--- src/hw/pcwcc_pkg.sv ---
package pcwcc_pkg;

    // ----------------------------------------
    // Register map
    // ----------------------------------------
    localparam logic [7:0]  SOCK_A_CTRL_IDX   = 8'h07;
    localparam logic [7:0]  SOCK_B_CTRL_IDX   = 8'h47;
    localparam logic [7:0]  SOCK_A_ENABLE_IDX = 8'h06;
    localparam logic [7:0]  SOCK_B_ENABLE_IDX = 8'h46;
    localparam logic [11:0] MEM_CTRL_OFS      = 12'h807;
    localparam logic [11:0] MEM_ENABLE_OFS    = 12'h806;
    localparam logic [7:0]  CTRL_RESET        = 8'h00;
    localparam logic [7:0]  ENABLE_RESET      = 8'h00;

    // ----------------------------------------
    // Field positions, window 0; window 1 adds WIN_STRIDE to control fields, one to the enable bit
    // ----------------------------------------
    localparam int FIXED_WIDTH_BIT  = 0;
    localparam int AUTO_SIZE_BIT    = 1;
    localparam int NARROW_SHORT_BIT = 2;
    localparam int WIDE_WAIT_BIT    = 3;
    localparam int WIN_STRIDE       = 4;
    localparam int WIN0_ENABLE_BIT  = 6;
    localparam logic [7:0] ENABLE_WMASK = 8'hdf;

    // ----------------------------------------
    // Cycle timing in host clocks
    // ----------------------------------------
    localparam logic [3:0] STD_NARROW_CYC = 4'h6;
    localparam logic [3:0] STD_WIDE_CYC   = 4'h3;
    localparam logic [3:0] SHORT_NARROW_CYC = 4'h3;
    localparam logic [3:0] ISA_WAIT_CYC   = 4'h2;

    typedef enum logic [1:0] {
        PCW_IDLE,
        PCW_RUN,
        PCW_DONE
    } pcw_state_e;

endpackage : pcwcc_pkg

--- src/hw/pcwcc_ctrl.sv ---
`timescale 1ns/1ps
// How it works
// - Wait bit set lengthens a window's 16-bit cycles by one ISA wait.
// - Wait bit is ignored when the access runs 8 bits wide.
// - Zero-wait bit set shortens a window's 8-bit cycles to three host clocks.
// - Zero-wait bit is ignored when the access runs 16 bits wide.
// - Auto-size bit set takes width from card IOIS16, else fixed bit.
// - Fixed width bit zero means 8 bits, one means 16 bits.
// - Fixed width bit disregarded while the auto-size bit is set.
// - One control register per socket at 07h and 47h, memory at 807h.
// - Disabled window gets no acknowledge, whatever its sizing settings.
module pcwcc_ctrl
    import pcwcc_pkg::*;
(
    input  wire logic        i_mclk,
    input  wire logic        i_rst,
    // Indexed register port
    input  wire logic        i_idx_wr,
    input  wire logic        i_idx_rd,
    input  wire logic [7:0]  i_idx,
    // Memory-space register port, socket selected by i_mem_sock
    input  wire logic        i_mem_wr,
    input  wire logic        i_mem_rd,
    input  wire logic        i_mem_sock,
    input  wire logic [11:0] i_mem_ofs,
    input  wire logic [7:0]  i_wdata,
    output logic      [7:0]  o_rdata,
    output logic             o_rd_hit,
    // Host I/O cycle request
    input  wire logic        i_io_req,
    input  wire logic        i_io_sock,
    input  wire logic        i_io_win,
    input  wire logic        i_iois16,
    output logic             o_io_ack,
    output logic             o_io_busy,
    output logic             o_io_wide,
    output logic             o_io_done
);

    // ----------------------------------------
    // Register decode
    // ----------------------------------------
    function automatic logic [2:0] pcw_decode(input logic idx_acc, input logic [7:0] idx,
                                              input logic mem_acc, input logic sock,
                                              input logic [11:0] ofs);
        // {hit, socket, is_ctrl}
        logic [2:0] r;
        r = 3'h0;
        if (idx_acc)
        begin
            if (idx == SOCK_A_CTRL_IDX)        r = 3'h5;
            else if (idx == SOCK_B_CTRL_IDX)   r = 3'h7;
            else if (idx == SOCK_A_ENABLE_IDX) r = 3'h4;
            else if (idx == SOCK_B_ENABLE_IDX) r = 3'h6;
        end
        else if (mem_acc)
        begin
            if (ofs == MEM_CTRL_OFS)           r = {1'b1, sock, 1'b1};
            else if (ofs == MEM_ENABLE_OFS)    r = {1'b1, sock, 1'b0};
        end
        return r;
    endfunction : pcw_decode

    logic [7:0]  ctrl_r   [2];
    logic [7:0]  enable_r [2];
    logic [2:0]  wr_dec;
    logic [2:0]  rd_dec;

    assign wr_dec = pcw_decode(i_idx_wr, i_idx, i_mem_wr & ~i_idx_wr, i_mem_sock, i_mem_ofs);
    assign rd_dec = pcw_decode(i_idx_rd, i_idx, i_mem_rd & ~i_idx_rd, i_mem_sock, i_mem_ofs);

    // ----------------------------------------
    // Per-socket register copies
    // ----------------------------------------
    genvar s;
    generate
        for (s = 0; s < 2; s++)
        begin : g_sock
            always_ff @(posedge i_mclk)
            begin
                if (i_rst)
                begin
                    ctrl_r[s]   <= CTRL_RESET;
                    enable_r[s] <= ENABLE_RESET;
                end
                else if (wr_dec[2] && wr_dec[1] == 1'(s))
                begin
                    if (wr_dec[0])
                        ctrl_r[s] <= i_wdata;
                    else
                        enable_r[s] <= i_wdata & ENABLE_WMASK;
                end
            end
        end
    endgenerate

    // Read data held in flops; unmapped reads return zero, no hit
    always_ff @(posedge i_mclk)
    begin
        if (i_rst)
        begin
            o_rdata  <= 8'h00;
            o_rd_hit <= 1'b0;
        end
        else
        begin
            o_rd_hit <= rd_dec[2];
            if (!rd_dec[2])
                o_rdata <= 8'h00;
            else if (rd_dec[0])
                o_rdata <= ctrl_r[rd_dec[1]];
            else
                o_rdata <= enable_r[rd_dec[1]];
        end
    end

    // ----------------------------------------
    // Width and length selection
    // ----------------------------------------
    logic [7:0] sel_ctrl;
    logic       win_en;
    logic       cyc_wide;
    logic [3:0] cyc_len;

    // Bit position of a field within the selected window's nibble
    function automatic logic [2:0] win_bit(input logic win, input int pos);
        return 3'(pos) + (win ? 3'(WIN_STRIDE) : 3'h0);
    endfunction : win_bit

    // Counts are host clocks, so ISA-equivalent timing scales with the host clock
    // Settings and IOIS16 only matter at the acknowledge edge
    always_comb
    begin
        sel_ctrl = ctrl_r[i_io_sock];
        win_en   = enable_r[i_io_sock][3'(WIN0_ENABLE_BIT) + {2'h0, i_io_win}];
        // Auto-size masks the fixed bit entirely
        if (sel_ctrl[win_bit(i_io_win, AUTO_SIZE_BIT)])
            cyc_wide = i_iois16;
        else
            cyc_wide = sel_ctrl[win_bit(i_io_win, FIXED_WIDTH_BIT)];
        // Each timing bit is read only in the branch of the width it governs
        if (cyc_wide)
        begin
            if (sel_ctrl[win_bit(i_io_win, WIDE_WAIT_BIT)])
                cyc_len = STD_WIDE_CYC + ISA_WAIT_CYC;
            else
                cyc_len = STD_WIDE_CYC;
        end
        else
        begin
            if (sel_ctrl[win_bit(i_io_win, NARROW_SHORT_BIT)])
                cyc_len = SHORT_NARROW_CYC;
            else
                cyc_len = STD_NARROW_CYC;
        end
    end

    // ----------------------------------------
    // Cycle sequencer
    // ----------------------------------------
    pcw_state_e  state_r;
    logic [3:0]  cnt_r;
    logic        io_start;

    // Acknowledge only from idle, so a request during a running cycle just waits
    assign io_start = (state_r == PCW_IDLE) & i_io_req & win_en;

    // Done stands one clock; the next request is taken the clock after
    always_ff @(posedge i_mclk)
    begin
        if (i_rst)
            state_r <= PCW_IDLE;
        else
        begin
            case (state_r)
                PCW_IDLE:
                begin
                    if (io_start)
                        state_r <= PCW_RUN;
                end
                PCW_RUN:
                begin
                    if (cnt_r == 4'h0)
                        state_r <= PCW_DONE;
                end
                PCW_DONE:
                    state_r <= PCW_IDLE;
                default:
                    state_r <= PCW_IDLE;
            endcase
        end
    end

    // Clocks left in the running cycle, loaded at the acknowledge edge
    always_ff @(posedge i_mclk)
    begin
        if (i_rst)
            cnt_r <= 4'h0;
        else if (io_start)
            cnt_r <= cyc_len - 4'h1;
        else if (state_r == PCW_RUN && cnt_r != 4'h0)
            cnt_r <= cnt_r - 4'h1;
    end

    // Width latched at start so a mid-cycle register write cannot change it
    always_ff @(posedge i_mclk)
    begin
        if (i_rst)
            o_io_wide <= 1'b0;
        else if (io_start)
            o_io_wide <= cyc_wide;
    end

    // ----------------------------------------
    // Handshake outputs
    // ----------------------------------------
    assign o_io_ack  = io_start;
    assign o_io_busy = (state_r == PCW_RUN);
    assign o_io_done = (state_r == PCW_DONE);

endmodule : pcwcc_ctrl

--- config.mk ---
export PLATFORM = sky130hd
export DESIGN_NAME = pcwcc_ctrl
export DESIGN_NICKNAME = d
export VERILOG_FILES = /design/src/hw/pcwcc_pkg.sv /design/src/hw/pcwcc_ctrl.sv
export SDC_FILE = /design/constraint.sdc
export NUM_CORES = 1
export LEC_CHECK = 0
export BUFFER_PORTS_ARGS = -buffer_cell sky130_fd_sc_hd__buf_2
export CAP_MARGIN = 15
export CORE_MARGIN = 4
export CORE_UTILIZATION = 30
export CTS_BUF_LIST = sky130_fd_sc_hd__clkbuf_4
export CTS_CLUSTER_DIAMETER = 120
export DETAILED_ROUTE_END_ITERATION = 16
export GPL_TIMING_DRIVEN = 0
export MAX_ROUTING_LAYER = met4
export SETUP_SLACK_MARGIN = 0.4
export SLEW_MARGIN = 5
export SYNTH_ARGS = -nofsm -noshare
export SYNTH_HDL_FRONTEND = slang
export SYNTH_SLANG_ARGS = --single-unit
--- constraint.sdc ---
create_clock -name i_mclk -period 6.7 [get_ports i_mclk]
set_clock_uncertainty 0.1 [all_clocks]
set_input_delay 0.335 -clock i_mclk [delete_from_list [all_inputs] [get_ports i_mclk]]
set_output_delay 0.335 -clock i_mclk [all_outputs]
set_load 0.005 [all_outputs]
After elaboration in Yosys (flattened, before gate mapping):

Memory sizes are Yosys's and may differ from the RTL's.
Index checks and enable logic that the tools add are counted.

* memories kept: 2
* word-level logic and storage cells: 100
* RAM bits: 30
* register bits after elaboration: 16
* output and inout bits: 13

* add/subtract/negate cells: 6
* reduce and logical (&&, ||, !) cells: 9
* muxes and demuxes: 51
* $lt $le $gt $ge: 5
* eq/ne operators: 10
* bitwise logic cells: 12

Memory list
* ctrl_r: words 2, bits a word 8, rd ports 2, clocked after Yosys merged registers in 0, wr ports 2, RTL line pcwcc_ctrl.sv:64 `logic [7:0] ctrl_r [2];`
* enable_r: words 2, bits a word 7, rd ports 2, clocked after Yosys merged registers in 0, wr ports 2, RTL line pcwcc_ctrl.sv:65 `logic [7:0] enable_r [2];`

Operators by type and width (count)
* $mux 3: 13
* $eq 12x12->1 const B: 2
* $mux 8: 3
* $mux 1: 22
* $lt 3x4->1 const B: 5
* $eq 8x3->1 const B: 2
* $eq 8x7->1 const B: 2
* $bmux 1 s3: 5
* $mux 7: 2
* $mux 4: 3
* $sub 4x1->4 const B: 2
* $add 2x3->3 const A: 2
* $and 1x1->1: 4
* $logic_not 4->1: 1
* $mux 2: 2
* $not 1->1: 4
* $or 1x1->1: 4
* $pmux 2 s2: 1
* $reduce_bool 4->1: 1
* $add 1x3->3 const A: 1
* $add 2x2->3 const A: 1
* $logic_and 1x1->1: 3
* $eq 2x1->1 const B: 1
* $eq 2x2->1 const B: 1
* other kinds (6): 6

Depth between registers and ports, before layout:

Gate-level depths: netlist of the first run.

* word-level depth: 12
* depth in mapped cells: 12
* gate-level depth less buffers: 11

Least setup slack after synthesis of the first run:

Ideal clock, no wire load.

* path kind: input to register
* start point: input port i_io_win
* end point: register cnt_r[2]
* stages on the path: 11
* required time: 6542 ps
* slack: 4351 ps
* data arrival time: 2190 ps
* setup time: 58 ps
* path buffers: 1
* cells stage by stage: clkbuf_2 -> mux4_2 -> mux2_2 -> nand2_1 -> nand2_1 -> a21oi_1 -> ha_1 -> inv_1 -> a2111oi_0 -> mux2i_1 -> nand2_1

* cells in the longest elaborated chain, start to end: 8
* elaborated cells on any way between the ends: 23
* those cells by class: 5 x add/sub; 16 x mux; 1 x bitwise; 1 x reduce/logical

Ends and longest elaborated chain
* start: declaration: RTL line pcwcc_ctrl.sv:32 `input wire logic i_io_win,`
* $mux 3: RTL line pcwcc_ctrl.sv:127 `return 3'(pos) + (win ? 3'(WIN_STRIDE) : 3'h0);`
* $add 2x3->3 or $add 1x3->3 (tied branches): RTL line pcwcc_ctrl.sv:127
* $bmux 1 s3, on equally long branches: RTL line pcwcc_ctrl.sv:151, pcwcc_ctrl.sv:137, pcwcc_ctrl.sv:144
* $mux 1, on equally long branches: RTL line pcwcc_ctrl.sv:151, pcwcc_ctrl.sv:137, pcwcc_ctrl.sv:144
* $mux 3, or another cell as far along: RTL line pcwcc_ctrl.sv:151 `if (sel_ctrl[win_bit(i_io_win, NARROW_SHORT_BIT)])`
* $mux 4: RTL line pcwcc_ctrl.sv:142 `if (cyc_wide)`
* $sub 4x1->4: RTL line pcwcc_ctrl.sv:200 `cnt_r <= cyc_len - 4'h1;`
* $mux 4: RTL line pcwcc_ctrl.sv:199 `else if (io_start)`
* end signal: assignment: RTL line pcwcc_ctrl.sv:200
* end signal: assignment: RTL line pcwcc_ctrl.sv:202 `cnt_r <= cnt_r - 4'h1;`
* end: declaration: RTL line pcwcc_ctrl.sv:162 `logic [3:0] cnt_r;`

Parallel ways exist; a longest one is shown, timed or not. The select of a mux whose other input is x is not followed.
A chain may end at the register's enable or synchronous reset.

==> flow_metrics.tcl, run 1 <==
set metrics [dict create \
    wl_mm 4.64 \
    gp_congestion 0.800 \
    syn_nets 218 \
    crit_cells 10 \
    met3_length_microns 191 \
    place_ws_ns 4.06 \
    multiInputGateArea_sq_um 1050 \
    core_area_sq_um 7410 \
    wl_met1_mm 2.14 \
    slew_viol_final 0 \
    final_area_sq_um 2760 \
    hold_class "input pin to flop" \
    hold_ws_ns 0.131 \
    critPathKind "flop to flop" \
    grt_usage_pct 10.9 \
    synth_seq_cells 46 \
    wire_per_inst_microns 13.9 \
    finalHoldViolCount 0 \
    clock-root-buffer "clkbuf_4" \
    diodes 0 \
    ios 52 \
    hold_buffers 0 \
    crit_path_max_incr_delay_ns 0.49 \
    slew_headroom_pct 52.6 \
    globalRoute.totalOverflow 0 \
    syn_to_final_growth_pct 18.4 \
    ir_drop_uv 66.4 \
    clk_latency_ns 0.38 \
    syn_avg_cell_area_sq_um 13.1 \
    hold_depth 2 \
    grt_pass1_wl_mm 7.49 \
    synthMuxAreaShare_pct 12.2 \
    synth_cell_types 47 \
    clockBufferDepth 2 \
    synth_flop_cell "edfxtp_1" \
    layout_setup_ws_ns 4.31 \
    synth_top_cell_area_share_pct 38.6 \
    grt_max_degree 17 \
    io_buffers 49 \
    rows 31 \
    top_layer "met4" \
    tightestPinTransition_ns 0.711 \
    cp_num_buf_inv 1 \
    crit_top_cell "nand2_1" \
    fillers 735 \
    postRouteAntennaNets 0 \
    htreeDepth 2 \
    synthCells 178 \
    drv_cap 0 \
    synthTopCellsByArea "edfxtp_1 (39%), dfxtp_1 (14%), and2_1 (8.0%)" \
    dp_hpwl_mm 3.70 \
    crit_family "multiplexers" \
    yosysSeqAreaShare_pct 52.3 \
    syn-cell-area_sq_um 2330 \
    setup-tns-final_ns 0 \
    leakage_nw 1.08 \
    cp_max_fo 6 \
    postCtsSetupBuffers 0 \
    via_per_inst 4.71 \
    slowest_stage "mux4_2" \
    synthArstFlopShare_pct 0 \
    start_util_pct 31.5 \
    final_nets 274 \
    rsz0062_at_grt "no" \
    cts_resized 0 \
    final_min_period_over_clock_period_pct 35.7 \
    yosysTopAreaCell "edfxtp_1" \
    max_freq_ghz 0.418 \
    dr.pass1.iters 4 \
    fin_crit_ns 2.39 \
    reg2reg_depth 10 \
    path_cells "mux4_2 > mux2_2 > nand2_1 > nand2_1 > a21oi_1 > ha_1 > inv_1 > a2111oi_0 > mux2i_1 > nand2_1" \
    seq_area_sq_um 1220 \
    drt_iter0_markers 53 \
    vias 1572 \
    drc 0 \
    die_height_microns 96.2 \
    grt_pass1_vias 1537 \
    clkSinkCount 46 \
    synth_top_family_by_area "simple AND/OR/NAND/NOR gates" \
    cts_buffers 5 \
    powerDensity_nw_per_um2 192 \
    synth-simple-area-share_pct 22.7 \
    critPathCaptureType "flop" \
    required_ns 6.93 \
    post_dp_cell_area_sq_um 2700 \
    drive_gt1_share_pct 35.3 \
    synth_fa_ha_area_share_pct 0.536 \
    clkSlewWorstSetupHoldPaths_ns 0.16 \
    die_x_microns 96.2 \
    ys_warn_count 0 \
    status "completed" \
    synth_compound_area_share_pct 9.65 \
    antenna_found_initial 0 \
    synth_xor_area_share_pct 0 \
    wl_met2_mm 2.25 \
    finalSetupViolations 0 \
    die_area_sq_um 9250 \
    synth_edf_count 30 \
    start_kind "flop" \
    cts_tree "yes" \
    cp.arrival_ns 2.62 \
]
[cells by family after synthesis]
logic type / Yosys count
AO/OA/AOI/OAI: 27
adder cells (fa/ha/maj): 1
buffers and inverters: 8
flip-flops: 46
multiplexers: 22
AND/OR/NAND/NOR: 74
[sequential cells by signal, summed over array words and instances (netlist names)]
| signal | cells |
|---|---|
| ctrl_r | 16 |
| enable_r | 14 |
| o_rdata | 8 |
| cnt_r | 4 |
| state_r | 2 |
| o_io_wide | 1 |
| o_rd_hit | 1 |
[cell type report]
class                           instances  share of cell area [%]
Clock buffer                            5                    1.36
Timing Repair Buffer                   49                    8.87
Sequential cell                        46                    44.2
Multi-Input combinational cell        124                    38.0
Inverter                                2                   0.272
Buffer                                  6                    1.95
Clock inverter                          3                   0.860
Tap cell                               99                    4.48
[through the flow]
step	power [mW]	utilization (%)	std cells
final	0.530	37.3	334
after floorplan	0.369	-	178
after CTS	0.533	37.3	334
after global placement	0.395	36.5	326
after detailed placement	0.395	36.5	326
after global routing	0.552	37.3	334
[worst paths after layout]
| kind | slack, ns | from | to |
|---|---|---|---|
| max | 4.31 | ctrl_r[1][5] | cnt_r[2] |
| min | 0.13 | i_wdata[5] | ctrl_r[1][5] |
| max reg2reg | 4.31 | ctrl_r[1][5] | cnt_r[2] |
| min reg2reg | 0.36 | cnt_r[3] | state_r[1] |
[layout by cell type (no fill, tap or decap), types with 2 or more instances in the layout]
cell type / n
a21o_1: 4
o22ai_1: 5
nor3_1: 5
o22ai_2: 2
a211oi_1: 2
buf_2: 49
clkbuf_1: 2
dfxtp_1: 16
nand2_1: 8
nor2_1: 7
a22o_1: 2
mux4_2: 5
and3_1: 2
clkinvlp_4: 2
inv_1: 2
nand2b_1: 3
clkbuf_4: 5
and2_1: 30
nor3b_4: 2
nor2b_1: 2
mux2i_1: 16
edfxtp_1: 30
nor4_4: 3
a21oi_1: 4
[per-layer routing]
| metal | vias to the layer above | track usage (%) |
|---|---|---|
| met5 | - | - |
| met4 | 0 | 3.91 |
| met3 | 5 | 2.27 |
| met2 | 30 | 17.5 |
| met1 | 752 | 13.6 |
| li1 | 785 | - |
[cells in the mapped netlist (2+ instances only)]
cell and number:
inv_1 2, nand2b_1 3, o22ai_1 5, a211oi_1 2, mux2i_1 16, dfxtp_1 16, nor4_4 3, and3_1 2
nor3b_4 2, nor3_1 5, a22o_1 2, nor2_1 7, a21o_1 4, nor2b_1 2, nand2_1 8, and2_1 30
clkbuf_1 2, o22ai_2 2, mux4_2 5, edfxtp_1 30, a21oi_1 4
[worst register-to-register path, stage by stage (launching register included)]
cell       delay [ns]
edfxtp_1         0.43
mux4_2           0.49
mux2_2           0.34
nand2_1          0.11
nand2_1          0.05
a21oi_1          0.13
ha_1             0.18
inv_1            0.04
a2111oi_0        0.28
mux2i_1          0.12
nand2_1          0.07
[where the power goes]
group / switching [mW] / internal, mW / leakage (nW)
logic: 0.0348 / 0.0308 / 0.642
clock network: 0.0994 / 0.0422 / 0.0278
registers: 0.00789 / 0.315 / 0.415
Power figures use the tool's default switching activity.
==> run 2: changes to the inputs <==
==> constraint.sdc (replaced) <==
create_clock -name i_mclk -period 2.3 [get_ports i_mclk]
set_clock_uncertainty 0.1 [all_clocks]
set_input_delay 0.115 -clock i_mclk [delete_from_list [all_inputs] [get_ports i_mclk]]
set_output_delay 0.115 -clock i_mclk [all_outputs]
set_load 0.005 [all_outputs]
==> run 2 against run 1 <==
Net effect: final area grew 11%; sequential power grew to 2.9 times the previous value; fmax increased by 4.1%; first-iteration DRC count up 15%; wire length up 7.7%; critical path depth unchanged; clock power rose to 2.9 times the previous value; flip-flop and latch count did not move; critical endpoint unchanged.
==> flow_metrics.tcl, run 2 (synthesized netlist as in run 1, its figures left out) <==
set metrics [dict create \
    status "completed" \
    start_util_pct 31.5 \
    drc 0 \
    slew_viol_final 0 \
    final_min_period_over_clock_period_pct 100 \
    power_mw 1.65 \
    timing.rr.end "cnt_r[2]" \
    hold_ws_ns 0.127 \
    reg2reg_depth 10 \
    finalHoldViolCount 0 \
    start_kind "flop" \
    rows 31 \
    leakage_nw 1.20 \
    die_height_microns 96.2 \
    powerDensity_nw_per_um2 535 \
    cts_tree "yes" \
    crit_start "ctrl_r[1][5]" \
    required_ns 2.52 \
    post_dp_cell_area_sq_um 2760 \
    drv_cap 0 \
    clock-root-buffer "clkbuf_4" \
    clkSlewWorstSetupHoldPaths_ns 0.15 \
    layout_setup_ws_ns 0.000470 \
    vias 1608 \
    cp_max_fo 3 \
    dp_hpwl_mm 3.80 \
    fin_crit_ns 2.30 \
    core_area_sq_um 7410 \
    met1_usage_pct 13.6 \
    grt_max_degree 17 \
    via_per_inst 4.59 \
    io_buffers 49 \
    worstHoldStart "i_mem_ofs[8]" \
    final_area_sq_um 3080 \
    finalSetupViolations 0 \
    top_register "ctrl_r" \
    cp_num_buf_inv 1 \
    instances_no_fill 350 \
    drt_iter0_markers 61 \
    place_ws_ns -0.0650 \
    die_area_sq_um 9250 \
    final_nets 290 \
    cts_buffers 5 \
    ios 52 \
    grt_pass1_vias 1673 \
    die_x_microns 96.2 \
    slowest_stage "mux4_2" \
    wl_mm 5.00 \
    cp.arrival_ns 2.52 \
    globalRoute.totalOverflow 0 \
    diodes 0 \
    syn_to_final_growth_pct 31.9 \
    dr.pass1.iters 4 \
    globalRouteMet3Util_pct 2.58 \
    ir_drop_uv 216 \
    slew_headroom_pct 41.0 \
    antenna_found_initial 0 \
    rr_startpoint "ctrl_r[1][5]" \
    layout_commonest_cell "buf_2" \
    largest_reg_flops 16 \
    rsz0062_at_grt "yes" \
    crit_family "multiplexers" \
    clkSinkCount 46 \
    crit_top_cell "nand2_4" \
    hold_class "input pin to flop" \
    path_cells "mux4_2 > mux2_4 > nand2_4 > nand2_4 > a21oi_4 > ha_4 > inv_2 > a2111oi_4 > mux2i_1 > nand2_1" \
    grt_usage_pct 11.8 \
    crit_end "cnt_r[2]" \
    top_regs "ctrl_r: 16 flops, enable_r: 14 flops, o_rdata: 8 flops" \
    critPathKind "flop to flop" \
    postRouteAntennaNets 0 \
    reg2reg_slack_ns 0.0005 \
    critPathCaptureType "flop" \
    crit_path_max_incr_delay_ns 0.50 \
    setup-tns-final_ns 0 \
    met2_usage_pct 20.3 \
    final_util_pct 41.5 \
    top_usage_layer "met2" \
    mostFrequentLayoutCells "buf_2 (49), and2_1 (30), edfxtp_1 (30)" \
    drive_gt1_share_pct 45.4 \
    gp_congestion 0.763 \
    dp_cells 326 \
    clk_latency_ns 0.38 \
    clockBufferDepth 2 \
    wire_per_inst_microns 14.3 \
    max_freq_ghz 0.435 \
    htreeDepth 2 \
    crit_cells 10 \
    grt_pass1_wl_mm 8.10 \
    tightestPinTransition_ns 0.885 \
]
==> run 2: cell types whose count changed in the layout (fill, tap and decap cells not counted), sizes merged <==
| cell | change |
|---|---|
| buf | +8 |
| dlygate4sd3 | +8 |
==> run 2: worst min-delay path, cell delays in order <==
cell and delay (ns):
buf_2 0.07, or4_4 0.13, nor4_4 0.04, o21ba_2 0.19
==> run 2: worst min path at each step <==
stage                        end  slack [ns]  cells after the start
floorplan           ctrl_r[1][0]        0.21                      1
global placement    ctrl_r[1][5]        0.32                      2
detailed placement  ctrl_r[1][5]        0.33                      2
CTS                    o_io_wide        0.10                      4
global route            o_rd_hit        0.13                      4
finish                  o_rd_hit        0.13                      4
==> run 2: layout make-up <==
cell class	instances	area, sq um
buffer	6	53.8
clock buffer	5	37.5
clock inverter	3	23.8
fill	692	4330
inverter	2	10.0
multi-input combinational	124	1210
sequential	46	1220
tap	99	124
timing repair buffer	65	397
==> run 2: where the power goes <==
part	total, mW	internal, mW	switching [mW]
Clock	0.405	0.123	0.282
Combinational	0.298	0.151	0.147
Sequential	0.945	0.918	0.0274
==> run 2: what timing repair did <==
| action | 4_1_cts | 5_1_grt |
|---|---|---|
| pin swaps | 2 | 6 |
| hold buffers | 8 | 0 |
| endpoints found under the setup margin | 15 | 4 |
| resized for setup | 15 | 14 |
| hold endpoints to repair | 30 | 0 |
| buffers inserted | 5 | 3 |
==> run 2: metal layers <==
| layer | part of all wire, % | up-vias |
|---|---|---|
| met5 | 0 | - |
| met4 | 1.7 | 0 |
| met3 | 3.8 | 9 |
| met2 | 53 | 32 |
| met1 | 42 | 747 |
| li1 | - | 820 |
==> run 3: changes to the inputs <==
--- a/config.mk
+++ b/config.mk
@@ -5,15 +5,17 @@
 export SDC_FILE = /design/constraint.sdc
 export NUM_CORES = 1
 export LEC_CHECK = 0
+export ABC_AREA = 1
 export BUFFER_PORTS_ARGS = -buffer_cell sky130_fd_sc_hd__buf_2
 export CAP_MARGIN = 15
 export CORE_MARGIN = 4
-export CORE_UTILIZATION = 30
+export CORE_UTILIZATION = 58
 export CTS_BUF_LIST = sky130_fd_sc_hd__clkbuf_4
 export CTS_CLUSTER_DIAMETER = 120
 export DETAILED_ROUTE_END_ITERATION = 16
 export GPL_TIMING_DRIVEN = 0
 export MAX_ROUTING_LAYER = met4
+export PLACE_DENSITY = 0.84
 export SETUP_SLACK_MARGIN = 0.4
 export SLEW_MARGIN = 5
 export SYNTH_ARGS = -nofsm -noshare
==> constraint.sdc (replaced) <==
create_clock -name i_mclk -period 2.95 [get_ports i_mclk]
set_clock_uncertainty 0.1 [all_clocks]
set_input_delay 0.1475 -clock i_mclk [delete_from_list [all_inputs] [get_ports i_mclk]]
set_output_delay 0.1475 -clock i_mclk [all_outputs]
set_load 0.005 [all_outputs]
==> run 3 against run 2 <==
Net effect: global-route usage up 11 points; largest power group unchanged; critical path type unchanged; non-clock buffer count down 14; sequential power down 23%; power down 23%.
==> flow_metrics.tcl, run 3 <==
set metrics [dict create \
    fillers 312 \
    clock-root-buffer "clkbuf_4" \
    critPathCaptureType "flop" \
    synth_flop_cell "edfxtp_1" \
    crit_cells 10 \
    clk_latency_ns 0.35 \
    start_util_pct 60.4 \
    instances_no_fill 418 \
    final_nets 407 \
    globalRoute.totalOverflow 0 \
    crit_start "enable_r[1][6]" \
    diodes 0 \
    cts_resized 0 \
    worstHoldStart "i_wdata[6]" \
    dr.pass1.iters 4 \
    top_regs "ctrl_r: 16 flops, enable_r: 14 flops, o_rdata: 8 flops" \
    ir_drop_uv 252 \
    die_area_sq_um 5330 \
    antenna_found_initial 0 \
    cts_buffers 5 \
    synth_common_cells "nand2_1 (73), nor2_1 (48), inv_1 (46)" \
    syn-cell-area_sq_um 2450 \
    cp.arrival_ns 2.06 \
    reg2reg_slack_ns 1.06 \
    postCtsSetupBuffers 0 \
    clockBufferDepth 2 \
    status "completed" \
    crit_path_max_incr_delay_ns 0.41 \
    slowest_stage "edfxtp_1" \
    wl_mm 5.56 \
    vias 2247 \
    yosys.cell_count.top_type "nand2_1" \
    synthArstFlopShare_pct 0 \
    io_buffers 50 \
    crit_family "simple AND/OR/NAND/NOR gates" \
    timing.rr.end "cnt_r[1]" \
    grt_pass1_vias 2047 \
    synth_cell_types 28 \
    pwr-share-seq_pct 57.2 \
    htreeDepth 2 \
    gp_congestion 0.885 \
    path_cells "inv_1 > nand2_1 > nand3_1 > nand2_1 > nand2_2 > inv_2 > nand3_1 > o21ai_0 > ha_1 > a211oi_1" \
    yosysTopAreaCell "edfxtp_1" \
    comb_power_share_pct 13.7 \
    wire_per_inst_microns 13.3 \
    syn_to_final_growth_pct 16.7 \
    cts_tree "yes" \
    drv_cap 0 \
    p_int_mw 0.957 \
    grt_pass1_wl_mm 9.07 \
    dp_cells 408 \
    switchingPower_mw 0.319 \
    dp_hpwl_mm 4.32 \
    critPathKind "flop to flop" \
    rsz0062_at_grt "no" \
    cp_max_fo 7 \
    ios 52 \
    syn_nets 348 \
    die_height_microns 73.0 \
    drive_gt1_share_pct 22.0 \
    setup-tns-final_ns 0 \
    drt_iter0_markers 288 \
    finalSetupViolations 0 \
    final_min_period_over_clock_period_pct 64.1 \
    drc 0 \
    layout_commonest_cell "nand2_1" \
    synth_seq_cells 46 \
    die_x_microns 73.0 \
    clkSlewWorstSetupHoldPaths_ns 0.13 \
    max_freq_ghz 0.529 \
    hold_buffers 2 \
    grt_usage_pct 22.6 \
    required_ns 3.12 \
    cp_num_buf_inv 2 \
    slew_headroom_pct 74.1 \
    yosysSeqAreaShare_pct 49.8 \
    grt_max_degree 15 \
    tightestPinTransition_ns 0.387 \
    rows 23 \
    leakage_nw 1.37 \
    hold_class "input pin to flop" \
    clkSinkCount 46 \
    postRouteAntennaNets 0 \
    power_switching_share_pct 25.0 \
    largest_reg_flops 16 \
    reg2reg_depth 10 \
    mostFrequentLayoutCells "nand2_1 (73), buf_2 (52), nor2_1 (48)" \
    finalHoldViolCount 0 \
    rr_startpoint "enable_r[1][6]" \
    synth_edf_count 30 \
    slew_viol_final 0 \
    fin_crit_ns 1.89 \
    syn_avg_cell_area_sq_um 7.96 \
    top_register "ctrl_r" \
    clkPwrFrac_pct 29.1 \
    synthCells 308 \
    start_kind "flop" \
    synthTopCellsByArea "edfxtp_1 (37%), dfxtp_1 (13%), nand2_1 (11%)" \
    synth_top_cell_area_share_pct 36.7 \
    core_area_sq_um 4060 \
    via_per_inst 5.38 \
    crit_end "cnt_r[1]" \
    powerDensity_nw_per_um2 446 \
    ys_warn_count 0 \
]
-- run 3: changes by cell type in the layout (fill, tap and decap cells not counted), sizes merged, moves of 5 or more --
cell / delta
nand2: +69
inv: +46
nor2: +43
nand3: +41
and2: -30
mux2i: -16
a21oi: +12
nand3b: +8
o22ai: -7
dlygate4sd3: -6
mux4: -5
nor3: -5
-- run 3: kinds of logic (layout without fill, tap and decap cells) --
family	after synthesis	after routing	synth area share (%)
compound gates	23	23	5.82
simple gates	182	182	34.4
buf+inv	56	116	9.49
fa+ha+maj	1	1	0.510
flops	46	46	49.8
-- run 3: area by class of cell --
| type | instances | area [sq um] | area share (%) |
|---|---|---|---|
| plain buffers | 5 | 40.0 | 1.40 |
| clock inverters | 3 | 40.0 | 1.40 |
| well taps | 50 | 62.6 | 2.19 |
| repair buffers | 52 | 270 | 9.44 |
| multi-input cells | 206 | 998 | 34.9 |
| clock buffers | 5 | 37.5 | 1.31 |
| flip-flops and latches | 46 | 1220 | 42.7 |
| inverters | 51 | 193 | 6.73 |
-- run 3: through the flow --
step | power, mW | hold WS (ns) | instance area (sq um) | setup WS [ns] | utilization [%]
floorplan | 0.850 | 0.267 | 2450 | 1.35 | -
global placement | 0.906 | 0.334 | 2770 | 1.11 | 68.1
detailed placement | 0.914 | 0.337 | 2770 | 1.07 | 68.1
CTS | 1.28 | 0.0222 | 2860 | 1.06 | 70.6
global route | 1.34 | 0.0320 | 2860 | 0.855 | 70.6
finish | 1.28 | 0.0385 | 2860 | 1.06 | 70.6
-- run 3: power groups by stage --
stage	Clock, mW	Combinational (mW)	Sequential (mW)
3_5_place_dp	0	0.170	0.744
2_1_floorplan	0	0.113	0.738
4_1_cts	0.377	0.173	0.729
5_1_grt	0.405	0.198	0.732
3_3_place_gp	0	0.164	0.742
6_report	0.371	0.174	0.730
-- run 3: how the worst min path moves through the flow --
stage / end / slack [ns] / cells past startpoint
after global placement: cnt_r[3] / 0.33 / 2
after detailed placement: cnt_r[3] / 0.34 / 2
after floorplan: ctrl_r[0][5] / 0.27 / 2
after CTS: enable_r[0][5] / 0.02 / 3
final: enable_r[1][5] / 0.04 / 3
after global routing: enable_r[0][5] / 0.03 / 3
-- run 3: worst register-to-register path, delay by kind of cell (launching register included) --
family | cells | cell delay [ns]
compound gates | 2 | 0.35
fa+ha+maj | 1 | 0.30
buf+inv | 2 | 0.17
flops | 1 | 0.41
simple gates | 5 | 0.47
-- run 3: per-layer routing --
layer  GRT usage, %  routed length [microns]  up-vias  share of wire (%)
met1           29.3                     2310      995                 42
li1               -                        -     1109                  -
met5              -                        0        -                  0
met3           3.72                      525       14                9.4
met4           10.7                      163        0                2.9
met2           34.5                     2560      129                 46
